## config.mk

```make
export PLATFORM = sky130hd
export DESIGN_NAME = ssp_top
export DESIGN_NICKNAME = d
export VERILOG_FILES = /design/src/ssp_pkg.sv /design/src/ssp_top.sv /design/src/ssp_sync.sv /design/src/ssp_divider.sv
export SDC_FILE = /design/constraint.sdc
export NUM_CORES = 1
export LEC_CHECK = 0
export ABC_AREA = 0
export BUFFER_PORTS_ARGS = -buffer_cell sky130_fd_sc_hd__buf_4
export CORE_MARGIN = 4
export CORE_UTILIZATION = 40
export DETAILED_ROUTE_END_ITERATION = 10
export GPL_TIMING_DRIVEN = 0
export SYNTH_ARGS = -nofsm -noshare
export SYNTH_HDL_FRONTEND = slang
export SYNTH_SLANG_ARGS = --single-unit
```

## constraint.sdc

```tcl
create_clock -name aclk -period 2.5 [get_ports aclk]
set_clock_uncertainty 0.05 [all_clocks]
set_input_delay 0.5 -clock aclk [delete_from_list [all_inputs] [get_ports aclk]]
set_output_delay 0.5 -clock aclk [all_outputs]
set_load 0.05 [all_outputs]
```

## src/ssp_pkg.sv

```systemverilog
// shared constants and types for the serial port
package ssp_pkg;
    // register byte addresses (data word index F5 times four gives 3D4)
    localparam logic [7:0] SSP_IDX_DATA = 8'hF5;
    localparam logic [11:0] SSP_ADDR_DATA = 12'h3D4;
    localparam logic [11:0] SSP_ADDR_CTRL = 12'h400;
    localparam logic [11:0] SSP_ADDR_STAT = 12'h404;
    localparam logic [11:0] SSP_ADDR_MASK = 12'h408;
    localparam logic [11:0] SSP_ADDR_DIV = 12'h40C;
    // control field positions
    localparam int SSP_CTRL_MODF_DIS = 3;
    localparam int SSP_CTRL_MASTER = 4;
    localparam int SSP_CTRL_SS_OE = 7;
    // status field positions
    localparam int SSP_STAT_DONE = 7;
    localparam int SSP_STAT_MODF = 4;
    // reset values, bit count and response codes
    localparam logic [7:0] SSP_DATA_RST = 8'h00;
    localparam logic [7:0] SSP_CTRL_RST = 8'h00;
    localparam logic [7:0] SSP_MASK_RST = 8'h00;
    localparam logic [7:0] SSP_DIV_RST = 8'h03;
    localparam logic [3:0] SSP_BITS = 4'h8;
    localparam logic [1:0] SSP_RESP_OKAY = 2'h0;
    localparam logic [1:0] SSP_RESP_SLVERR = 2'h2;

    typedef struct packed {
        logic mosi;
        logic mosi_oe;
        logic sck;
        logic sck_oe;
        logic ss_n;
        logic ss_n_oe;
    } ssp_pins_out_t;

    typedef struct packed {
        logic miso;
        logic sck;
        logic ss_n;
    } ssp_pins_in_t;
endpackage

```

## src/ssp_top.sv

```systemverilog
// serial peripheral port, master or slave, with AXI4-Lite registers
// ----------------------------------------------------------------
// Summary of operation
// - master_select high makes the port bus master, low makes it slave.
// - only the master starts a transfer, always by a data register write.
// - in master mode a data write starts sending and receiving one byte.
// - data writes load the shift register when idle or unselected; reads return the rx buffer.
// - as master the byte shifts out on mosi while miso shifts in.
// - after eight bits hardware sets the transfer complete flag.
// - when the flag sets, the received byte goes to the rx buffer.
// - in slave mode the clock pin is an input driving the shifter.
// - in slave mode the select pin is an input.
// - a slave exchanges no data until select is driven low.
// - mode_fault_disable at bit 3 acts only in master mode.
// - fault detection enabled makes select a fault input as master.
// - fault detection disabled lets select_output_enable set the pin.
// ----------------------------------------------------------------
`timescale 1ns/1ns
module ssp_top
    import ssp_pkg::*;
(
    input wire logic aclk,
    input wire logic aresetn,
    input wire logic [11:0] s_axi_awaddr,
    input wire logic s_axi_awvalid,
    output logic s_axi_awready,
    input wire logic [31:0] s_axi_wdata,
    input wire logic [3:0] s_axi_wstrb,
    input wire logic s_axi_wvalid,
    output logic s_axi_wready,
    output logic [1:0] s_axi_bresp,
    output logic s_axi_bvalid,
    input wire logic s_axi_bready,
    input wire logic [11:0] s_axi_araddr,
    input wire logic s_axi_arvalid,
    output logic s_axi_arready,
    output logic [31:0] s_axi_rdata,
    output logic [1:0] s_axi_rresp,
    output logic s_axi_rvalid,
    input wire logic s_axi_rready,
    input wire ssp_pins_in_t pins_in,
    output ssp_pins_out_t pins_out,
    output logic irq
);
    // ----------------------------------------------------------------
    // state and registers
    // ----------------------------------------------------------------
    typedef enum logic [2:0] {
        SSP_IDLE = 3'b001,
        SSP_LEAD = 3'b010,
        SSP_TRAIL = 3'b100
    } ssp_state_t;

    ssp_state_t state;
    logic [7:0] serial_control_reg;
    logic [7:0] shift;
    logic [7:0] serial_shift_data;
    logic [7:0] irq_mask;
    logic [7:0] half_div;
    logic [3:0] bit_count;
    logic done_flag;
    logic modf_flag;
    logic sck_out;
    logic [2:0] pin_sync;
    logic miso_s;
    logic sck_s;
    logic ss_s;
    logic sck_prev;
    logic tick;
    logic master_select;
    logic modf_on;
    logic ss_is_out;
    logic xfer_end;
    logic modf_event;
    logic slave_sel;
    logic sck_rise;
    logic rx_bit;

    assign master_select = serial_control_reg[SSP_CTRL_MASTER];
    // fault input whenever master with detection enabled
    assign modf_on = master_select
        && !serial_control_reg[SSP_CTRL_MODF_DIS];
    assign ss_is_out = master_select && !modf_on
        && serial_control_reg[SSP_CTRL_SS_OE];

    // ----------------------------------------------------------------
    // pin synchronisers and divider
    // ----------------------------------------------------------------
    ssp_sync #(.WIDTH(3)) u_sync (
        .aclk(aclk),
        .aresetn(aresetn),
        .din({pins_in.miso, pins_in.sck, pins_in.ss_n}),
        .dout(pin_sync)
    );
    assign miso_s = pin_sync[2];
    assign sck_s = pin_sync[1];
    assign ss_s = pin_sync[0];

    ssp_divider u_div (
        .aclk(aclk),
        .aresetn(aresetn),
        .run(state != SSP_IDLE),
        .half_div(half_div),
        .tick(tick)
    );

    always_ff @(posedge aclk) begin
        if (!aresetn) begin
            // same level as the synchroniser reset, no false edge
            sck_prev <= 1'b1;
        end else begin
            sck_prev <= sck_s;
        end
    end
    assign sck_rise = sck_s && !sck_prev;
    assign slave_sel = !master_select && !ss_s;
    assign modf_event = modf_on && !ss_s;

    // ----------------------------------------------------------------
    // axi4-lite write channel
    // ----------------------------------------------------------------
    logic aw_held;
    logic w_held;
    logic [11:0] aw_addr;
    logic [31:0] w_data;
    logic [3:0] w_strb;
    logic wr_fire;
    logic wr_data;
    logic wr_ctrl;
    logic wr_stat;

    assign s_axi_awready = !aw_held && !s_axi_bvalid;
    assign s_axi_wready = !w_held && !s_axi_bvalid;
    assign wr_fire = aw_held && w_held && !s_axi_bvalid;
    assign wr_data = wr_fire && aw_addr == SSP_ADDR_DATA && w_strb[0];
    assign wr_ctrl = wr_fire && aw_addr == SSP_ADDR_CTRL && w_strb[0];
    assign wr_stat = wr_fire && aw_addr == SSP_ADDR_STAT && w_strb[0];

    always_ff @(posedge aclk) begin
        if (!aresetn) begin
            aw_held <= 1'b0;
            w_held <= 1'b0;
            aw_addr <= 12'h000;
            w_data <= 32'h00000000;
            w_strb <= 4'h0;
            s_axi_bvalid <= 1'b0;
            s_axi_bresp <= SSP_RESP_OKAY;
        end else begin
            if (s_axi_awvalid && s_axi_awready) begin
                aw_held <= 1'b1;
                aw_addr <= s_axi_awaddr;
            end
            if (s_axi_wvalid && s_axi_wready) begin
                w_held <= 1'b1;
                w_data <= s_axi_wdata;
                w_strb <= s_axi_wstrb;
            end
            if (wr_fire) begin
                aw_held <= 1'b0;
                w_held <= 1'b0;
                s_axi_bvalid <= 1'b1;
                unique case (aw_addr)
                    SSP_ADDR_DATA, SSP_ADDR_CTRL, SSP_ADDR_STAT,
                    SSP_ADDR_MASK, SSP_ADDR_DIV: begin
                        s_axi_bresp <= SSP_RESP_OKAY;
                    end
                    default: begin
                        s_axi_bresp <= SSP_RESP_SLVERR;
                    end
                endcase
            end else if (s_axi_bvalid && s_axi_bready) begin
                s_axi_bvalid <= 1'b0;
            end
        end
    end

    always_ff @(posedge aclk) begin
        if (!aresetn) begin
            serial_control_reg <= SSP_CTRL_RST;
            irq_mask <= SSP_MASK_RST;
            half_div <= SSP_DIV_RST;
        end else if (wr_fire && w_strb[0]) begin
            if (aw_addr == SSP_ADDR_CTRL) begin
                serial_control_reg <= w_data[7:0];
            end
            if (aw_addr == SSP_ADDR_MASK) begin
                irq_mask <= w_data[7:0];
            end
            if (aw_addr == SSP_ADDR_DIV) begin
                half_div <= w_data[7:0];
            end
        end else if (modf_event) begin
            // mode fault drops the port back to slave
            serial_control_reg[SSP_CTRL_MASTER] <= 1'b0;
        end
    end

    // ----------------------------------------------------------------
    // axi4-lite read channel
    // ----------------------------------------------------------------
    logic [7:0] rd_mux;
    logic [1:0] rd_resp;

    always_comb begin
        rd_mux = 8'h00;
        rd_resp = SSP_RESP_OKAY;
        unique case (s_axi_araddr)
            SSP_ADDR_DATA: rd_mux = serial_shift_data;
            SSP_ADDR_CTRL: rd_mux = serial_control_reg;
            SSP_ADDR_STAT: begin
                rd_mux[SSP_STAT_DONE] = done_flag;
                rd_mux[SSP_STAT_MODF] = modf_flag;
            end
            SSP_ADDR_MASK: rd_mux = irq_mask;
            SSP_ADDR_DIV: rd_mux = half_div;
            default: rd_resp = SSP_RESP_SLVERR;
        endcase
    end

    assign s_axi_arready = !s_axi_rvalid;

    always_ff @(posedge aclk) begin
        if (!aresetn) begin
            s_axi_rvalid <= 1'b0;
            s_axi_rdata <= 32'h00000000;
            s_axi_rresp <= SSP_RESP_OKAY;
        end else if (s_axi_arvalid && s_axi_arready) begin
            s_axi_rvalid <= 1'b1;
            s_axi_rdata <= {24'h000000, rd_mux};
            s_axi_rresp <= rd_resp;
        end else if (s_axi_rvalid && s_axi_rready) begin
            s_axi_rvalid <= 1'b0;
        end
    end

    // ----------------------------------------------------------------
    // shift engine
    // ----------------------------------------------------------------
    always_ff @(posedge aclk) begin
        if (!aresetn) begin
            state <= SSP_IDLE;
            shift <= SSP_DATA_RST;
            bit_count <= 4'h0;
            sck_out <= 1'b0;
            rx_bit <= 1'b0;
            xfer_end <= 1'b0;
        end else begin
            xfer_end <= 1'b0;
            if (master_select) begin
                unique case (state)
                    SSP_IDLE: begin
                        sck_out <= 1'b0;
                        bit_count <= 4'h0;
                        if (wr_data) begin
                            shift <= w_data[7:0];
                            state <= SSP_LEAD;
                        end
                    end
                    SSP_LEAD: begin
                        if (modf_event) begin
                            state <= SSP_IDLE;
                        end else if (tick) begin
                            sck_out <= 1'b1;
                            rx_bit <= miso_s;
                            bit_count <= bit_count + 4'h1;
                            state <= SSP_TRAIL;
                        end
                    end
                    SSP_TRAIL: begin
                        if (modf_event) begin
                            state <= SSP_IDLE;
                        end else if (tick) begin
                            sck_out <= 1'b0;
                            shift <= {shift[6:0], rx_bit};
                            if (bit_count == SSP_BITS) begin
                                xfer_end <= 1'b1;
                                state <= SSP_IDLE;
                            end else begin
                                state <= SSP_LEAD;
                            end
                        end
                    end
                    default: state <= SSP_IDLE;
                endcase
            end else begin
                state <= SSP_IDLE;
                sck_out <= 1'b0;
                if (wr_data && ss_s) begin
                    shift <= w_data[7:0];
                end
                if (!slave_sel) begin
                    bit_count <= 4'h0;
                end else if (sck_rise) begin
                    shift <= {shift[6:0], miso_s};
                    if (bit_count == SSP_BITS - 4'h1) begin
                        bit_count <= 4'h0;
                        xfer_end <= 1'b1;
                    end else begin
                        bit_count <= bit_count + 4'h1;
                    end
                end
            end
        end
    end

    // ----------------------------------------------------------------
    // receive buffer, flags and interrupt
    // ----------------------------------------------------------------
    always_ff @(posedge aclk) begin
        if (!aresetn) begin
            serial_shift_data <= SSP_DATA_RST;
        end else if (xfer_end) begin
            serial_shift_data <= shift;
        end
    end

    // set wins over a write-one clear in the same cycle
    always_ff @(posedge aclk) begin
        if (!aresetn) begin
            done_flag <= 1'b0;
            modf_flag <= 1'b0;
        end else begin
            if (xfer_end) begin
                done_flag <= 1'b1;
            end else if (wr_stat && w_data[SSP_STAT_DONE]) begin
                done_flag <= 1'b0;
            end
            if (modf_event) begin
                modf_flag <= 1'b1;
            end else if (wr_stat && w_data[SSP_STAT_MODF]) begin
                modf_flag <= 1'b0;
            end
        end
    end

    always_ff @(posedge aclk) begin
        if (!aresetn) begin
            irq <= 1'b0;
        end else begin
            irq <= (done_flag && irq_mask[SSP_STAT_DONE])
                || (modf_flag && irq_mask[SSP_STAT_MODF]);
        end
    end

    // ----------------------------------------------------------------
    // pin drivers
    // ----------------------------------------------------------------
    always_ff @(posedge aclk) begin
        if (!aresetn) begin
            pins_out <= '0;
        end else begin
            pins_out.mosi <= shift[7];
            pins_out.mosi_oe <= master_select;
            pins_out.sck <= sck_out;
            pins_out.sck_oe <= master_select;
            pins_out.ss_n <= state == SSP_IDLE;
            pins_out.ss_n_oe <= ss_is_out;
        end
    end
    // slave out bit shares the mosi field while mosi_oe is low
endmodule

```

## src/ssp_sync.sv

```systemverilog
// two-flop synchroniser for pin inputs
`timescale 1ns/1ns
module ssp_sync
    import ssp_pkg::*;
#(
    parameter int WIDTH = 3
) (
    input wire logic aclk,
    input wire logic aresetn,
    input wire logic [WIDTH-1:0] din,
    output logic [WIDTH-1:0] dout
);
    logic [WIDTH-1:0] meta;

    always_ff @(posedge aclk) begin
        if (!aresetn) begin
            meta <= '1;
            dout <= '1;
        end else begin
            meta <= din;
            dout <= meta;
        end
    end
endmodule

```

## src/ssp_divider.sv

```systemverilog
// serial clock divider: one-cycle enable per half period
`timescale 1ns/1ns
module ssp_divider
    import ssp_pkg::*;
(
    input wire logic aclk,
    input wire logic aresetn,
    input wire logic run,
    input wire logic [7:0] half_div,
    output logic tick
);
    logic [7:0] count;

    always_ff @(posedge aclk) begin
        if (!aresetn || !run) begin
            count <= 8'h00;
            tick <= 1'b0;
        end else if (count >= half_div) begin
            count <= 8'h00;
            tick <= 1'b1;
        end else begin
            count <= count + 8'h01;
            tick <= 1'b0;
        end
    end
endmodule

```

== Word level (Yosys, flattened, before mapping) ==
Index checks and enable logic that the tools add are counted.

* Output and inout port bits: 48
* Bits of input ports: 70
* Flip-flop bits (word level): 111

* $add $sub $neg: 2
* Bitwise operators: 2
* Reduce and logical (&&, ||, !) cells: 58
* Equal/unequal tests: 32
* $lt $le $gt $ge: 1
* Mux-type cells: 53

{| class="wikitable"
|+ Operators by type and width
! operator !! count
|-
| == test 12 x 11 -> 1 bit (second input constant) || 8
|-
| two-way mux 8 bit || 7
|-
| logical AND 1 bit || 25
|-
| == test 12 x 10 -> 1 bit (second input constant) || 2
|-
| two-way mux 4 bit || 6
|-
| two-way mux 1 bit || 23
|-
| case mux 4 bit (4 select lines) || 1
|-
| case mux 8 bit (2 select lines) || 1
|-
| two-way mux 3 bit || 5
|-
| != test 3 x 2 -> 1 bit (second input constant) || 5
|-
| AND reduction 4 bit || 3
|-
| logical NOT 1 bit || 11
|-
| case mux 1 bit (5 select lines) || 2
|-
| AND reduction 2 bit || 5
|-
| nonzero test 2 bit || 5
|-
| OR reduction 5 bit || 2
|-
| != test 3 x 1 -> 1 bit (second input constant) || 3
|-
| != test 3 bit (second input constant) || 3
|-
| case mux 3 bit (3 select lines) || 1
|-
| adder 8 x 1 -> 8 bit (second input constant) || 1
|-
| >= comparator 8 bit || 1
|-
| != test 2 bit (second input constant) || 4
|-
| case mux 2 bit (4 select lines) || 1
|-
| case mux 4 bit (2 select lines) || 1
|-
| 16 further kinds || 22
|}

== Longest topological paths before layout ==
* Depth after elaboration: 9
* Mapped depth: 7
* Mapped depth without buffers: 7

== By module ==
From an unflattened synthesis, not the netlist that was laid out.

* Cell total of the unflattened synthesis: 554
* Area, all modules: 5317.6 um2

{| class="wikitable"
|+ Modules (own cells, without submodules)
! module !! instances !! cells an instance !! area an instance (um2)
|-
| ssp_top || 1 || 481 || 4590.7
|-
| ssp_divider || 1 || 61 || 569.3
|-
| ssp_sync || 1 || 12 || 157.7
|}

== Worst setup path before layout ==
No wires, ideal clock.

* Path type: register to register
* From: reg aw_addr[11]
* To: reg irq_mask[0]
* Required time: 2.334 ns
* Slack: 0.316 ns
* Buffers on the path: 1
* Library setup time: 0.116 ns
* Data arrival time: 2.018 ns
* Cell stages (with the launch flop): 7
* Cell sequence: dfxtp_1 or4_4 or4_4 nor3b_1 buf_4 mux2i_1 nor2b_1

* Cells in the longest elaborated chain, start to end: 2

{| class="wikitable"
|+ Ends and longest elaborated chain
! item !! line !! RTL
|-
| start, declared || ssp_top.sv:124 || <nowiki>logic [11:0] aw_addr;</nowiki>
|-
| start signal, assigned || ssp_top.sv:151 || <nowiki>aw_addr <= s_axi_awaddr;</nowiki>
|-
| == test 12 x 11 -> 1 bit || ssp_top.sv:186 || <nowiki>if (aw_addr == SSP_ADDR_MASK) begin</nowiki>
|-
| AND reduction 2 bit (no line) || n/a ||
|-
| end signal, assigned || ssp_top.sv:187 || <nowiki>irq_mask <= w_data[7:0];</nowiki>
|-
| end, declared || ssp_top.sv:58 || <nowiki>logic [7:0] irq_mask;</nowiki>
|}

Every way passes these cells.
A chain may end at the register's enable or synchronous reset.

== Worst setup path in the final report ==
* From: reg aw_addr[11]
* To: reg serial_control_reg[2]

* Cells in the longest elaborated chain, start to end: 2

{| class="wikitable"
|+ Ends and longest elaborated chain
! item !! line !! RTL
|-
| == test 12 x 11 -> 1 bit || ssp_top.sv:183 || <nowiki>if (aw_addr == SSP_ADDR_CTRL) begin</nowiki>
|-
| AND reduction 2 bit (no line) || n/a ||
|-
| end signal, assigned || ssp_top.sv:184 || <nowiki>serial_control_reg <= w_data[7:0];</nowiki>
|-
| end, declared || ssp_top.sv:55 || <nowiki>logic [7:0] serial_control_reg;</nowiki>
|}

Every way passes these cells.

==> flow_summary.toml <==
[grt]
antenna_found_initial = 0
grt_pass1_vias = 4181
gr-total-overflow = 0
grt_usage_pct = 17.73
grt_max_degree = 19
grt_first_pass_wirelength_um = 20980

[logic_synthesis]
syn_area_um2 = 5303
ys_types = 61
syn_area_per_cell_um2 = 9.080
synthArstFlopShare_pct = 0
synth_cells = 584
ys.flop_type = "dfxtp_1"
synth_top_area_share_pct = 41.15
netlist_top_cells_area = "dfxtp_1 41%, mux2i_1 8.3%, nor2b_1 5.8%"
yosysWarnings = 0
yosysTopAreaCell = "dfxtp_1"
synth_edf_count = 0
ys_seq_elements = 109
synth_sequential_area_ratio_pct = 41.15

[clock_network]
cts_tree = "done"
cts_buffers = 9
numClockSinks = 109
cts.path.max_buffers = 2
clock_latency_ns = 0.35
ctsHtreeMaxLevel = 3
clkSlewWorstSetupHoldPaths_ns = 0.08
ctsRootBufferMaster = "clkbuf_16"

[floorplanning]
rows = 41
initial_core_util_pct = 41.51
pin_count = 118
dieArea_um2 = 15160
core_um2 = 12770
die_w_um = 123.1
fp.dieH_um = 123.1

[worst_setup_path]
cp-start-kind = "flop"
crit_fanout = 8
crit_arrival_ns = 2.60
critPathTopFamily = "simple AND/OR/NAND/NOR gates"
crit_top_cell = "or4_4"
crit_buf_inv = 0
slowest_stage = "or4_4"
path_class = "flop to flop"
cp_slowest_stage_delay_ns = 0.59
path_cells = "or4_4 -> or4_4 -> nor3_4 -> mux2i_1 -> nor2b_1"
end_kind = "flop"
cp_data_required_time_ns = 2.70

[sta]
tightest_slew_ns = 0.9740
relSlewSlack_pct = 34.22
period_minus_slack_ns = 2.395
layout_setup_ws_ns = 0.1050
slew_viol_final = 0
timing.final.crit_share_pct = 95.80
hold_viol_final = 0
rsz0062_at_grt = "yes"
fmax_mhz = 417.5
fin_tns_setup_ns = 0
setup_viol = 0

[detailed_routing]
via_per_inst = 4.999
vias = 4299
first_pass_iters = 5
wl_um = 13410
drc = 0
wl_per_cell_um = 15.59
drtIter0Drc = 224
final_antenna_net_count = 0

[place]
pre_cts_slack_ns = -0.2336
placed_area_um2 = 6085
dp.cells = 844
io_buffers = 63
place.gp.congestion = 0.8453
dp_hpwl_um = 10040

[layout]
top_register = "aw_addr"
stdcell_count = 860
antenna_cells = 0
multi_input_area_um2 = 2851
syn2layout_area_growth_pct = 21.99
final_common_cell = "dfxtp_1"
drive_gt1_share_pct = 20.06
largest_reg_flops = 12
seq_area_um2 = 2182
nFillCells = 1229
most-common-layout-cells = "109 x dfxtp_1, 91 x buf_4, 67 x nand2_1"
nets = 764
final_cell_area_um2 = 6469

[power]
peakVddDrop_v = 0.0004628
leakage_nw = 2.628
p_per_area_nw_per_um2 = 589.5
power_mw = 3.814

[flow_run]
drv_cap = 0

[run_status]
outcome = "finished, final reports clean"

[hold_path]
hp-class = "input port to flop"
-- synth_stat cells, drive strengths merged, types with 2 or more instances --
library cell    n
dfxtp         109
nand2          67
nor2b          49
mux2i          44
buf            30
inv            25
clkbuf         24
nor2           22
a21oi          17
a21boi         16
and3           15
nand2b         14
ha             11
nor3           11
a22oi          10
o21ai          10
mux2            9
nand3           9
a221oi          8
o32ai           8
a211oi          7
and2            7
nor3b           6
xor2            5
a31oi           4
nand3b          4
nor4            4
nor4b           4
a21o            3
or4             3
a32oi           2
and3b           2
nand4           2
nand4bb         2
o211a           2
or3b            2
-- cell type report --
cell class,instances,share of cell area (%)
clock buffers,9,3.482
repair buffers,63,7.311
well taps,172,3.327
flip-flops and latches,109,33.73
inverters,25,1.451
multi-input cells,421,44.08
plain buffers,54,5.087
clock inverters,7,1.528
-- timing repair --
item                       in CTS  in global routing
setup endpoints to repair       8                 18
hold buffers                    0                  0
setup buffers                   0                  0
pin swaps                       0                  0
gates resized for setup         4                  7
-- kinds of logic after synthesis --
group	after synthesis	share of synthesized area (%)
other	1	0.07072
multiplexers	53	10.22
flip-flops	109	41.15
buffers and inverters	79	7.975
AO/OA/AOI/OAI	96	12.98
AND/OR/NAND/NOR	229	24.02
XOR/XNOR	6	0.9910
adder cells (fa/ha/maj)	11	2.596
-- where the power goes --
group	internal [mW]	leakage (nW)	switching, mW
combinational	0.167	1.59	0.265
sequential	1.78	0.885	0.0475
clock	0.884	0.156	0.674
-- final timing paths --
| path | from | cells past startpoint | slack [ns] | endpoint |
|---|---|---|---|---|
| worst max-delay path | aw_addr[11] | 5 | 0.11 | serial_control_reg[2] |
| worst min-delay path | pins_in[2] | 2 | 0.27 | u_sync.meta[2] |
| worst min register to register | u_sync.meta[1] | 1 | 0.36 | u_sync.dout[1] |
| worst max register to register | aw_addr[11] | 5 | 0.11 | serial_control_reg[2] |
-- through the flow --
stage / util (%) / hold WS (ns)
floorplan: - / 0.3363
global route: 50.64 / 0.2765
detailed placement: 47.63 / 0.3421
finish: 50.64 / 0.2738
global placement: 47.63 / 0.3383
CTS: 50.33 / 0.2675
-- layer usage --
| metal | track usage [%] | wire, µm |
|---|---|---|
| met5 | 0 | 0 |
| met4 | 5.190 | 155 |
| met3 | 3.705 | 576 |
| met2 | 29.70 | 6537 |
| met1 | 23.05 | 6138 |
(Power assumes the default switching activity.)
